### src/bmc_pkg.sv
// shared constants, types and menu shape for the button menu controller
package bmc_pkg;

  localparam int unsigned CLK_HZ       = 100_000_000;
  localparam int unsigned TICK_MS      = 100;
  localparam int unsigned TICK_CYCLES  = CLK_HZ / 1000 * TICK_MS;
  localparam int unsigned DEBOUNCE_MS  = 20;
  localparam int unsigned DEBOUNCE_CYC = CLK_HZ / 1000 * DEBOUNCE_MS;

  localparam int unsigned ENTER_HOLD_MS = 2000;
  localparam int unsigned ABORT_HOLD_MS = 4000;
  localparam int unsigned ESC_HOLD_MS   = 1000;
  localparam int unsigned IDLE_MS       = 300_000;
  localparam int unsigned ESC_SHOW_MS   = 2000;
  localparam int unsigned BLINK_MS      = 500;
  localparam int unsigned FAST_BLINK_MS = 100;

  localparam logic [11:0] ENTER_TICKS = 12'((ENTER_HOLD_MS + TICK_MS - 1) / TICK_MS);
  localparam logic [11:0] ABORT_TICKS = 12'(ABORT_HOLD_MS / TICK_MS);
  localparam logic [11:0] ESC_TICKS   = 12'(ESC_HOLD_MS / TICK_MS);
  localparam logic [11:0] IDLE_TICKS  = 12'(IDLE_MS / TICK_MS);
  localparam logic [4:0]  ESC_SHOW_TICKS = 5'(ESC_SHOW_MS / TICK_MS);
  localparam logic [3:0]  BLINK_TICKS = 4'(BLINK_MS / TICK_MS);
  localparam logic [3:0]  FAST_TICKS  = 4'(FAST_BLINK_MS / TICK_MS);

  localparam logic [2:0] MAIN_LAST = 3'h4;
  localparam logic [2:0] BASE_LAST = 3'h3;
  localparam logic [2:0] DISP_LAST = 3'h4;
  localparam logic [2:0] SWP_LAST  = 3'h4;
  localparam logic [2:0] SYS_LAST  = 3'h5;
  localparam logic [2:0] ITEM_FIRST = 3'h0;

  typedef enum logic [2:0] {
    ST_DISPLAY = 3'b000,
    ST_ARMING  = 3'b001,
    ST_ENTERED = 3'b010,
    ST_MENU    = 3'b011,
    ST_BACK    = 3'b100
  } bmc_state_e;

  typedef enum logic [2:0] {
    SHOW_VALUE = 3'b000,
    SHOW_UNIT  = 3'b001,
    SHOW_MENU  = 3'b010,
    SHOW_RET   = 3'b011,
    SHOW_ESC   = 3'b100
  } bmc_show_e;

  typedef struct packed {
    logic down;
    logic up;
    logic center;
  } bmc_btn_s;

  typedef struct packed {
    logic       sub;
    logic [2:0] main_item;
    logic [2:0] sub_item;
  } bmc_menu_pos_s;

  localparam bmc_menu_pos_s MENU_START = '{sub: 1'b0, main_item: 3'h0, sub_item: 3'h0};

  // last index of the menu in which the cursor stands
  function automatic logic [2:0] bmc_last_item(input logic sub, input logic [2:0] main_item);
    logic [2:0] last;
    last = MAIN_LAST;
    if (sub) begin
      case (main_item)
        3'h0:    last = BASE_LAST;
        3'h1:    last = DISP_LAST;
        3'h2:    last = SWP_LAST;
        3'h3:    last = SYS_LAST;
        default: last = MAIN_LAST;
      endcase
    end
    return last;
  endfunction : bmc_last_item

endpackage : bmc_pkg

### src/bmc_button_menu_controller.sv
// operator button, led feedback and menu navigation controller
// Functional notes
// - touched buttons flash leds: down left, up right, both both, center both fast
// - idle leds mirror the switch outputs; feedback never touches the outputs
// - after reset show value, alone or alternating with unit by periods
// - in display mode the value blinks when it is over range
// - in display mode the unit is shown while center is held
// - a single arrow does nothing in display mode
// - both arrows held at least 2 s enter config at first main item
// - both arrows still held at 4 s abandon entry back to display
// - every config session starts at the first main menu item
// - arrows move within the menu, center selects or descends
// - center on a value-only item goes back to the parent item
// - return item goes to parent; in main menu back to display
// - navigation wraps at both ends of each menu
// - both arrows in a submenu go to parent menu with blinking return indication; in main menu straight back to display
// - both arrows held over 1 s in a submenu leave to display with blinking escape
// - 5 minutes without touch in config returns to display mode
`timescale 1ns/100ps
`default_nettype none

module bmc_button_menu_controller
  import bmc_pkg::*;
#(
  parameter int unsigned TICK_CYC = TICK_CYCLES,
  parameter int unsigned DEB_CYC  = DEBOUNCE_CYC
) (
  input  wire logic          i_clk_sys,
  input  wire logic          i_rst,
  input  wire logic          i_btn_down_raw,
  input  wire logic          i_btn_up_raw,
  input  wire logic          i_btn_center_raw,
  input  wire logic          i_first_switch_point,
  input  wire logic          i_second_switch_point,
  input  wire logic          i_overrange,
  input  wire logic [9:0]    i_value_period,
  input  wire logic [9:0]    i_unit_period,
  input  wire logic          i_item_is_value,
  output var  logic          o_led_left,
  output var  logic          o_led_right,
  output var  logic          o_config_mode,
  output var  bmc_show_e     o_show_sel,
  output var  logic          o_show_blank,
  output var  bmc_menu_pos_s o_menu_pos,
  output var  logic          o_item_select
);

  logic [2:0]    raw;
  logic [2:0]    sync1_reg;
  logic [2:0]    sync2_reg;
  logic [2:0]    deb_reg;
  bmc_btn_s      btn;
  bmc_btn_s      btn_q_reg;
  logic          both;
  logic          both_q_reg;
  logic          both_rise;
  logic          any_btn;
  logic          down_rise;
  logic          up_rise;
  logic          center_rise;

  logic [23:0]   tick_cnt_reg;
  logic          tick_reg;
  logic [3:0]    slow_cnt_reg;
  logic [3:0]    fast_cnt_reg;
  logic          slow_ph_reg;
  logic          fast_ph_reg;

  bmc_state_e    state_reg;
  bmc_menu_pos_s pos_reg;
  logic [11:0]   hold_reg;
  logic [11:0]   idle_reg;
  logic [4:0]    esc_reg;
  logic          go_esc;
  logic [9:0]    phase_cnt_reg;
  logic          phase_unit_reg;
  logic [2:0]    last_item;
  logic [9:0]    cur_period;

  assign raw = {i_btn_down_raw, i_btn_up_raw, i_btn_center_raw};

  // two-stage synchroniser then stable-count debounce per button
  genvar g;
  generate
    for (g = 0; g < 3; g++) begin : g_btn
      logic [23:0] deb_cnt_reg;
      always_ff @(posedge i_clk_sys) begin
        if (i_rst) begin
          sync1_reg[g]  <= 1'b0;
          sync2_reg[g]  <= 1'b0;
        end else begin
          sync1_reg[g]  <= raw[g];
          sync2_reg[g]  <= sync1_reg[g];
        end
      end
      always_ff @(posedge i_clk_sys) begin
        if (i_rst) begin
          deb_cnt_reg <= 24'h000000;
          deb_reg[g]  <= 1'b0;
        end else if (sync2_reg[g] == deb_reg[g]) begin
          deb_cnt_reg <= 24'h000000;
        end else if (deb_cnt_reg >= 24'(DEB_CYC - 1)) begin
          deb_cnt_reg <= 24'h000000;
          deb_reg[g]  <= sync2_reg[g];
        end else begin
          deb_cnt_reg <= deb_cnt_reg + 24'h000001;
        end
      end
    end
  endgenerate

  assign btn         = bmc_btn_s'(deb_reg);
  assign both        = btn.down & btn.up;
  assign both_rise   = both & ~both_q_reg;
  assign any_btn     = btn.down | btn.up | btn.center;
  assign down_rise   = btn.down & ~btn_q_reg.down & ~btn.up;
  assign up_rise     = btn.up & ~btn_q_reg.up & ~btn.down;
  assign center_rise = btn.center & ~btn_q_reg.center & ~btn.down & ~btn.up;
  assign last_item   = bmc_last_item(pos_reg.sub, pos_reg.main_item);
  assign go_esc      = (state_reg == ST_BACK) && both && (hold_reg > ESC_TICKS);
  assign cur_period  = phase_unit_reg ? i_unit_period : i_value_period;

  always_ff @(posedge i_clk_sys) begin
    if (i_rst) begin
      btn_q_reg  <= '0;
      both_q_reg <= 1'b0;
    end else begin
      btn_q_reg  <= btn;
      both_q_reg <= both;
    end
  end

  // common prescaler and blink phases
  always_ff @(posedge i_clk_sys) begin
    if (i_rst) begin
      tick_cnt_reg <= 24'h000000;
      tick_reg     <= 1'b0;
    end else if (tick_cnt_reg >= 24'(TICK_CYC - 1)) begin
      tick_cnt_reg <= 24'h000000;
      tick_reg     <= 1'b1;
    end else begin
      tick_cnt_reg <= tick_cnt_reg + 24'h000001;
      tick_reg     <= 1'b0;
    end
  end

  always_ff @(posedge i_clk_sys) begin
    if (i_rst) begin
      slow_cnt_reg <= 4'h0;
      fast_cnt_reg <= 4'h0;
      slow_ph_reg  <= 1'b0;
      fast_ph_reg  <= 1'b0;
    end else if (tick_reg) begin
      if (slow_cnt_reg >= BLINK_TICKS - 4'h1) begin
        slow_cnt_reg <= 4'h0;
        slow_ph_reg  <= ~slow_ph_reg;
      end else begin
        slow_cnt_reg <= slow_cnt_reg + 4'h1;
      end
      if (fast_cnt_reg >= FAST_TICKS - 4'h1) begin
        fast_cnt_reg <= 4'h0;
        fast_ph_reg  <= ~fast_ph_reg;
      end else begin
        fast_cnt_reg <= fast_cnt_reg + 4'h1;
      end
    end
  end

  // hold timer restarts on each two-arrow gesture
  always_ff @(posedge i_clk_sys) begin
    if (i_rst) begin
      hold_reg <= 12'h000;
    end else if (both_rise) begin
      hold_reg <= 12'h000;
    end else if (tick_reg && hold_reg != 12'hFFF) begin
      hold_reg <= hold_reg + 12'h001;
    end
  end

  // inactivity timer, cleared by any touch
  always_ff @(posedge i_clk_sys) begin
    if (i_rst) begin
      idle_reg <= 12'h000;
    end else if (any_btn || state_reg == ST_DISPLAY) begin
      idle_reg <= 12'h000;
    end else if (tick_reg && idle_reg != 12'hFFF) begin
      idle_reg <= idle_reg + 12'h001;
    end
  end

  // mode and menu cursor
  always_ff @(posedge i_clk_sys) begin
    if (i_rst) begin
      state_reg     <= ST_DISPLAY;
      pos_reg       <= MENU_START;
      o_item_select <= 1'b0;
    end else begin
      o_item_select <= 1'b0;
      case (state_reg)
        ST_DISPLAY: begin
          if (both_rise) begin
            state_reg <= ST_ARMING;
          end
        end
        ST_ARMING: begin
          if (!both) begin
            state_reg <= ST_DISPLAY;
          end else if (hold_reg >= ENTER_TICKS) begin
            state_reg <= ST_ENTERED;
            pos_reg   <= MENU_START;
          end
        end
        ST_ENTERED: begin
          if (both && hold_reg >= ABORT_TICKS) begin
            state_reg <= ST_DISPLAY;
          end else if (!btn.down && !btn.up) begin
            state_reg <= ST_MENU;
          end
        end
        ST_MENU: begin
          if (idle_reg >= IDLE_TICKS) begin
            state_reg <= ST_DISPLAY;
          end else if (both_rise) begin
            if (pos_reg.sub) begin
              pos_reg.sub <= 1'b0;
              state_reg   <= ST_BACK;
            end else begin
              state_reg   <= ST_DISPLAY;
            end
          end else if (down_rise) begin
            if (pos_reg.sub) begin
              pos_reg.sub_item <= (pos_reg.sub_item == last_item) ? ITEM_FIRST
                                  : pos_reg.sub_item + 3'h1;
            end else begin
              pos_reg.main_item <= (pos_reg.main_item == last_item) ? ITEM_FIRST
                                   : pos_reg.main_item + 3'h1;
            end
          end else if (up_rise) begin
            if (pos_reg.sub) begin
              pos_reg.sub_item <= (pos_reg.sub_item == ITEM_FIRST) ? last_item
                                  : pos_reg.sub_item - 3'h1;
            end else begin
              pos_reg.main_item <= (pos_reg.main_item == ITEM_FIRST) ? last_item
                                   : pos_reg.main_item - 3'h1;
            end
          end else if (center_rise) begin
            if (!pos_reg.sub) begin
              if (pos_reg.main_item == last_item) begin
                state_reg <= ST_DISPLAY;
              end else begin
                pos_reg.sub      <= 1'b1;
                pos_reg.sub_item <= ITEM_FIRST;
              end
            end else if (pos_reg.sub_item == last_item || i_item_is_value) begin
              pos_reg.sub <= 1'b0;
            end else begin
              o_item_select <= 1'b1;
            end
          end
        end
        ST_BACK: begin
          if (go_esc) begin
            state_reg <= ST_DISPLAY;
          end else if (!btn.down && !btn.up) begin
            state_reg <= ST_MENU;
          end
        end
        default: begin
          state_reg <= ST_DISPLAY;
        end
      endcase
    end
  end

  // escape indication shown for a while after leaving by hold
  always_ff @(posedge i_clk_sys) begin
    if (i_rst) begin
      esc_reg <= 5'h00;
    end else if (go_esc) begin
      esc_reg <= ESC_SHOW_TICKS;
    end else if (state_reg != ST_DISPLAY || |(deb_reg & ~btn_q_reg)) begin
      esc_reg <= 5'h00;
    end else if (tick_reg && esc_reg != 5'h00) begin
      esc_reg <= esc_reg - 5'h01;
    end
  end

  // value and unit alternation by configured periods, in ticks
  always_ff @(posedge i_clk_sys) begin
    if (i_rst) begin
      phase_cnt_reg  <= 10'h000;
      phase_unit_reg <= 1'b0;
    end else if (i_unit_period == 10'h000) begin
      phase_cnt_reg  <= 10'h000;
      phase_unit_reg <= 1'b0;
    end else if (tick_reg) begin
      if (phase_cnt_reg + 10'h001 >= cur_period) begin
        phase_cnt_reg  <= 10'h000;
        phase_unit_reg <= ~phase_unit_reg;
      end else begin
        phase_cnt_reg  <= phase_cnt_reg + 10'h001;
      end
    end
  end

  // display selection and blanking
  always_ff @(posedge i_clk_sys) begin
    if (i_rst) begin
      o_show_sel   <= SHOW_VALUE;
      o_show_blank <= 1'b0;
    end else begin
      case (state_reg)
        ST_DISPLAY, ST_ARMING: begin
          if (esc_reg != 5'h00) begin
            o_show_sel   <= SHOW_ESC;
            o_show_blank <= slow_ph_reg;
          end else if (btn.center || phase_unit_reg) begin
            o_show_sel   <= SHOW_UNIT;
            o_show_blank <= 1'b0;
          end else begin
            o_show_sel   <= SHOW_VALUE;
            o_show_blank <= i_overrange & slow_ph_reg;
          end
        end
        ST_BACK: begin
          o_show_sel   <= SHOW_RET;
          o_show_blank <= slow_ph_reg;
        end
        default: begin
          o_show_sel   <= SHOW_MENU;
          o_show_blank <= 1'b0;
        end
      endcase
    end
  end

  always_ff @(posedge i_clk_sys) begin
    if (i_rst) begin
      o_config_mode <= 1'b0;
      o_menu_pos    <= MENU_START;
    end else begin
      o_config_mode <= (state_reg == ST_ENTERED) || (state_reg == ST_MENU)
                       || (state_reg == ST_BACK);
      o_menu_pos    <= pos_reg;
    end
  end

  // led feedback overrides only the lamps, never the switch outputs
  always_ff @(posedge i_clk_sys) begin
    if (i_rst) begin
      o_led_left  <= 1'b0;
      o_led_right <= 1'b0;
    end else if (btn.center) begin
      o_led_left  <= fast_ph_reg;
      o_led_right <= fast_ph_reg;
    end else if (btn.down || btn.up) begin
      o_led_left  <= btn.down & slow_ph_reg;
      o_led_right <= btn.up & slow_ph_reg;
    end else begin
      o_led_left  <= i_first_switch_point;
      o_led_right <= i_second_switch_point;
    end
  end

endmodule : bmc_button_menu_controller
`default_nettype wire

### config.mk
export PLATFORM = sky130hd
export DESIGN_NAME = bmc_button_menu_controller
export DESIGN_NICKNAME = d
export VERILOG_FILES = /design/src/bmc_pkg.sv /design/src/bmc_button_menu_controller.sv
export SDC_FILE = /design/constraint.sdc
export NUM_CORES = 1
export LEC_CHECK = 0
export BUFFER_PORTS_ARGS = -buffer_cell sky130_fd_sc_hd__buf_2
export CAP_MARGIN = 5
export CORE_MARGIN = 2
export CORE_UTILIZATION = 40
export DETAILED_ROUTE_END_ITERATION = 7
export PLACE_DENSITY_LB_ADDON = 0.05
export SLEW_MARGIN = 20
export SYNTH_ARGS = -nofsm -noshare
export SYNTH_HDL_FRONTEND = slang
export SYNTH_SLANG_ARGS = --single-unit
### constraint.sdc
create_clock -name i_clk_sys -period 3.02 [get_ports i_clk_sys]
set_input_delay 0.604 -clock i_clk_sys [delete_from_list [all_inputs] [get_ports i_clk_sys]]
set_output_delay 0.604 -clock i_clk_sys [all_outputs]
set_load 0.03 [all_outputs]
==> results.ini, run 1 <==
[die]
pin_count=44
die_y_um=148.1
rows=52
die_area_um2=21940
die_x_um=148.1
core_area_um2=20300
initial_utilization_pct=40.93

[clock_tree]
clk_pin_slew_ns=0.07
cts_sinks=181
htree_levels=4
cts_tree=built
hold_buffers=0
insertion_delay_ns=0.43
numCtsBuffers=17
cts-root-buf=clkbuf_16
clk_path_buf_depth=2

[detailed_routing]
avgViaCountPerCell=4.847
dr.pass1.iters=4
drt_iter0_markers=224
drt_wl_total_mm=16.39
vias=6223
drc=0
drtAntennaViolNets=0
wire_per_inst_um=12.77

[min_path]
whs_path_depth=2
min_from=i_btn_down_raw
hp-class=input port to flip-flop
hold_end=sync1_reg[2]

[timing]
max-slew-margin-rel_pct=52.98
rsz0062_at_grt=false
slew_violations=0
fmax_mhz=375.7
fin_setup_tns_ns=0
hold_violations=0
finalClockSkew_ns=0.01287
finalCriticalPeriod_ns=2.662
fin_crit_sh_pct=88.13
setup_viol=0
tightest_slew_ns=0.7053

[synthesis]
ys_warn_count=0
synth.area.mux_share_pct=2.214
yosys.area_share.simple_pct=25.14
synth_compound_area_share_pct=9.217
synthArstFlopShare_pct=0
synth_ff_type=dfxtp_1
synth.most_common_cell=dfxtp_1
synth_cell_type_count=63
ys_seq_area_share_pct=43.61
synth-edff-count=0
yosys-top-cells-area=dfxtp_1, xor2_1, nor2_1
syn_inst=950
synth-seq-cells=181
synth_top_family_by_area=simple AND/OR/NAND/NOR gates
synthAdderAreaFrac_pct=4.639
syn_avg_cell_area_um2=8.745
netlist_area_um2=8308
post-synth-top-area-cell=dfxtp_1
netlist_top_cells_count=dfxtp_1, nor2_1, xor2_1
netlist.area_leader.share_pct=43.61
synth_xor_area_share_pct=12.55

[placed_design]
io_buffer_count=43
dp_hpwl_mm=11.49
place.gp.congestion=0.7608

[critical_path]
crit_start=phase_cnt_reg[0]
worst-path-buf-inv=1
cp_common_cell=and3_1
endpoint_kind=flip-flop
r2r_setup_slack_ns=0.36
regToRegEndpoint=phase_cnt_reg[7]
cp.arrival_ns=3.02
slowest_stage=dfxtp_1
cpPeakStageDelay_ns=0.45
critical_path.cell_chain=nand3_1, nor2_2, and3_1, and3_1, xnor2_1, inv_1, ha_1, a2111oi_0, o21a_2, o21ai_2, nor2_1
cp_top_family=simple AND/OR/NAND/NOR gates
crit_path_start_kind=flip-flop
worstRegToRegCells=11
crit_required_ns=3.37
worstPathMaxFanout=7
reg2reg_from=phase_cnt_reg[0]
worstSetupPathType=flip-flop to flip-flop
timing.critical_path.depth=11

[power]
clkPwrFrac_pct=48.0
vdd_drop_max_mv=0.3265
power_frac_seq_pct=47.6
power_mw=5.155
switchingPower_mw=1.145
p_comb_share_pct=4.5
p_per_area_nw_per_um2=542.2
swShare_pct=22.21
p_leak_nw=3.514
p_int_mw=4.010

[global_routing]
overflow=0
grt-busiest-layer=met2
grt_start_max_net_pins=25
antenna_found_initial=0
grt_usage_pct=15.58
grtUsageMet3_pct=3.374
grt_pass1_vias=5742
use_met2_pct=23.77
use_met1_pct=22.31
grt_pass1_wl_mm=28.07

[finish]
n_antenna_cell=0
largest_reg_flops=72
drive_gt1_share_pct=9.665
synthToLayoutAreaGrowth_pct=14.44
nets=1060

[flow_run]
cap_violations=0

[outcome]
status=completed

-- layer usage --
metal | part of all wire (%) | wire length, um | up-vias
li1 | - | - | 3371
met1 | 53 | 8756 | 2779
met2 | 43 | 7090 | 64
met3 | 2.5 | 408 | 9
met4 | 0.83 | 136 | 0
met5 | 0 | 0 | -
-- cell type report --
type	instances	area, um2
fillers	1994	10790
multi-input cells	723	4507
flip-flops and latches	181	3623
clock buffers	19	442.9
well taps	270	337.8
repair buffers	52	282.8
clock inverters	13	216.5
inverters	26	97.59
-- worst max path at each step --
stage | endpoint | slack, ns
2_1_floorplan | phase_cnt_reg[1] | 0.61
3_3_place_gp | phase_cnt_reg[5] | 0.25
3_5_place_dp | phase_cnt_reg[5] | 0.19
4_1_cts | phase_cnt_reg[7] | 0.15
5_1_grt | phase_cnt_reg[2] | 0.03
6_report | phase_cnt_reg[7] | 0.36
-- cells by family (layout without fill, tap and decap cells) --
| logic type | Yosys count | in the layout |
|---|---|---|
| multiplexers | 18 | 18 |
| AO/OA/AOI/OAI | 113 | 113 |
| AND/OR/NAND/NOR | 433 | 433 |
| flip-flops | 181 | 181 |
| XOR/XNOR | 119 | 119 |
| adder cells (fa/ha/maj) | 31 | 31 |
| other | 1 | 9 |
| buffers and inverters | 54 | 110 |
-- worst reg2reg max path, stage by stage, from the launching register on --
cell	delay, ns
dfxtp_1	0.45
nand3_1	0.17
nor2_2	0.18
and3_1	0.23
and3_1	0.18
xnor2_1	0.14
inv_1	0.07
ha_1	0.22
a2111oi_0	0.39
o21a_2	0.27
o21ai_2	0.14
nor2_1	0.17
-- stage by stage --
| step | hold slack (ns) | setup WS (ns) | util (%) | cells | area (um2) |
|---|---|---|---|---|---|
| final | 0.3847 | 0.3583 | 46.84 | 1284 | 9508 |
| after CTS | 0.3674 | 0.1492 | 46.80 | 1284 | 9500 |
| after global routing | 0.3829 | 0.02534 | 46.84 | 1284 | 9508 |
| after global placement | 0.4162 | 0.2549 | 43.55 | 1252 | 8841 |
| after floorplan | 0.4132 | 0.6114 | - | 958 | 8338 |
| after detailed placement | 0.4239 | 0.1871 | 43.55 | 1252 | 8841 |
-- repair_timing --
action | 4_1_cts | 5_1_grt
gates resized for setup | 0 | 3
buffers inserted | 0 | 0
setup endpoints to repair | 0 | 8
-- placed cells by master, fill, tap and decap left out, types with 6 or more instances in the layout --
cell type  synthesis  layout
nor3_1            15      15
nand3_1           49      49
nor4_1             7       7
buf_2              4      43
ha_1              30      30
and3_1            27      27
xor2_1            77      77
a211oi_1           6       6
a31oi_1           10      10
nor2_1           168     167
dfxtp_1          181     181
nand4_1           26      26
mux2i_1           15      15
nor2b_1           20      20
o21ai_0           22      22
nand2_1           70      70
clkbuf_16          0      17
and4_1            10      10
nand2b_1          10      10
buf_4              0       9
a21oi_1           22      22
xnor2_1           42      42
conb_1             1       9
inv_1             25      25
-- power by group through the flow --
| stage | clock, mW | sequential (mW) | combinational [mW] |
|---|---|---|---|
| 2_1_floorplan | 0 | 2.50 | 0.166 |
| 3_3_place_gp | 0 | 2.51 | 0.234 |
| 6_report | 2.47 | 2.45 | 0.230 |
| 3_5_place_dp | 0 | 2.51 | 0.234 |
| 5_1_grt | 2.65 | 2.46 | 0.260 |
| 4_1_cts | 2.55 | 2.45 | 0.235 |
Note: power is estimated with default switching activity, not from simulation.
==> run 2: changes to the inputs <==
--- a/config.mk
+++ b/config.mk
@@ -16,2 +16,3 @@
 export SYNTH_HDL_FRONTEND = slang
 export SYNTH_SLANG_ARGS = --single-unit
+export TNS_END_PERCENT = 30
==> constraint.sdc (replaced) <==
create_clock -name i_clk_sys -period 3.02 [get_ports i_clk_sys]
set_input_delay 0.302 -clock i_clk_sys [delete_from_list [all_inputs] [get_ports i_clk_sys]]
set_output_delay 0.302 -clock i_clk_sys [all_outputs]
set_load 0.03 [all_outputs]
==> run 2 against run 1 <==
First-iteration DRC count increased by 4.0%; utilization decreased by 0.46 points; design area decreased by 0.99%; sequential share of layout area increased by 0.38 points; via count increased by 0.34%; clock power decreased by 13%; worst hold slack got worse by 0.28 ns; die area unchanged; largest power group is now registers; count of clock-buffer cells in the layout decreased by 1; register-to-register slack got worse by 0.08 ns; worst setup slack got worse by 0.081 ns.
==> results.ini, run 2 (synthesized netlist as in run 1, its figures left out) <==
[clock_tree]
clk_pin_slew_ns=0.07
insertion_delay_ns=0.42
cts-root-buf=clkbuf_16
clk_path_buf_depth=2
postCtsSetupRepairBufs=0
htree_levels=4
numCtsBuffers=17
cts_sinks=181
cts_resized=0
cts_tree=built
hold_buffers=0

[global_routing]
grt_usage_pct=15.63
grt_pass1_wl_mm=28.28
overflow=0
grt_pass1_vias=5899
antenna_found_initial=0
grt_start_max_net_pins=30

[timing]
fmax_mhz=364.6
fin_setup_tns_ns=0
finalCriticalPeriod_ns=2.743
setup_viol=0
setup_ws_ns=0.2770
slew_violations=0
fin_crit_sh_pct=90.83
rsz0062_at_grt=false
tightest_slew_ns=0.7304
finalClockSkew_ns=0.01161
max-slew-margin-rel_pct=51.31
hold_violations=0

[detailed_routing]
wire_per_inst_um=12.80
drtAntennaViolNets=0
vias=6244
dr.pass1.iters=4
drc=0
drt_iter0_markers=233
drt_wl_total_mm=16.42
avgViaCountPerCell=4.867

[power]
p_int_mw=3.667
swShare_pct=24.29
p_per_area_nw_per_um2=514.4
power_frac_seq_pct=50.7
p_comb_share_pct=4.8
vdd_drop_max_mv=0.3814
p_leak_nw=3.462
switchingPower_mw=1.176
clkPwrFrac_pct=44.6

[finish]
largest_reg_flops=72
n_antenna_cell=0
post-route-util_pct=46.38
synthToLayoutAreaGrowth_pct=13.31
fillCellCount=2021
final_common_cell=dfxtp_1
nets=1059
final_cell_area_um2=9414
final_cell_mix=dfxtp_1, nor2_1, xor2_1
drive_gt1_share_pct=9.477

[flow_run]
cap_violations=0

[critical_path]
crit_start=phase_cnt_reg[0]
worstPathMaxFanout=6
slowest_stage=dfxtp_1
worstSetupPathType=flip-flop to flip-flop
critical_path.cell_chain=nand3_1, nor2_1, and3_1, and3_1, xnor2_1, inv_1, ha_1, a2111oi_0, o21a_2, nor2_1, o31ai_1
worst-path-buf-inv=1
crit_required_ns=3.35
crit_path_start_kind=flip-flop
cp_top_family=simple AND/OR/NAND/NOR gates
endpoint_kind=flip-flop
cpPeakStageDelay_ns=0.45
reg2reg_from=phase_cnt_reg[0]
cp.arrival_ns=3.07
r2r_setup_slack_ns=0.28

[die]
die_x_um=148.1
rows=52
core_area_um2=20300
initial_utilization_pct=40.93
die_y_um=148.1
pin_count=44
die_area_um2=21940

[min_path]
hp-class=input port to flip-flop
min_from=i_btn_down_raw

[outcome]
status=completed

[placed_design]
io_buffer_count=43
dp_hpwl_mm=11.34
post-place-ws_ns=0.2015
place_area_um2=8833
place.gp.congestion=0.7535

==> run 2: layout make-up <==
type                    instances  area [um2]  share of cell area, %
flip-flops and latches        181        3623                  38.49
clock buffers                  18       429.2                  4.559
multi-input cells             723        4504                  47.85
repair buffers                 51       275.3                  2.924
clock inverters                14       146.4                  1.555
inverters                      26       97.59                  1.037
well taps                     270       337.8                  3.589
==> run 2: worst paths after layout <==
| check | end | cells after the start |
|---|---|---|
| setup reg to reg | phase_cnt_reg[9] | 11 |
| hold / removal | sync1_reg[2] | 2 |
| setup / recovery | phase_cnt_reg[9] | 11 |
| hold reg to reg | sync2_reg[1] | 1 |
==> run 2: per-layer routing <==
layer / part of all wire (%) / GRT usage, % / vias to the layer above
li1: - / - / 3374
met1: 53 / 22.38 / 2793
met2: 43 / 24.07 / 71
met3: 3.2 / 3.405 / 6
met4: 0.77 / 3.857 / 0
met5: 0 / 0 / -
==> run 2: power by group through the flow <==
stage / Combinational [mW] / Sequential, mW / Clock [mW]
floorplan: 0.166 / 2.50 / 0
global placement: 0.232 / 2.51 / 0
detailed placement: 0.233 / 2.51 / 0
CTS: 0.235 / 2.45 / 2.24
global route: 0.257 / 2.46 / 2.33
finish: 0.231 / 2.45 / 2.16
==> run 2: through the flow <==
stage	instances	hold WS (ns)	power [mW]
3_5_place_dp	1251	0.4242	2.742
4_1_cts	1283	0.08272	4.927
3_3_place_gp	1251	0.4209	2.741
2_1_floorplan	958	0.3851	2.663
6_report	1283	0.09971	4.843
5_1_grt	1283	0.09272	5.044
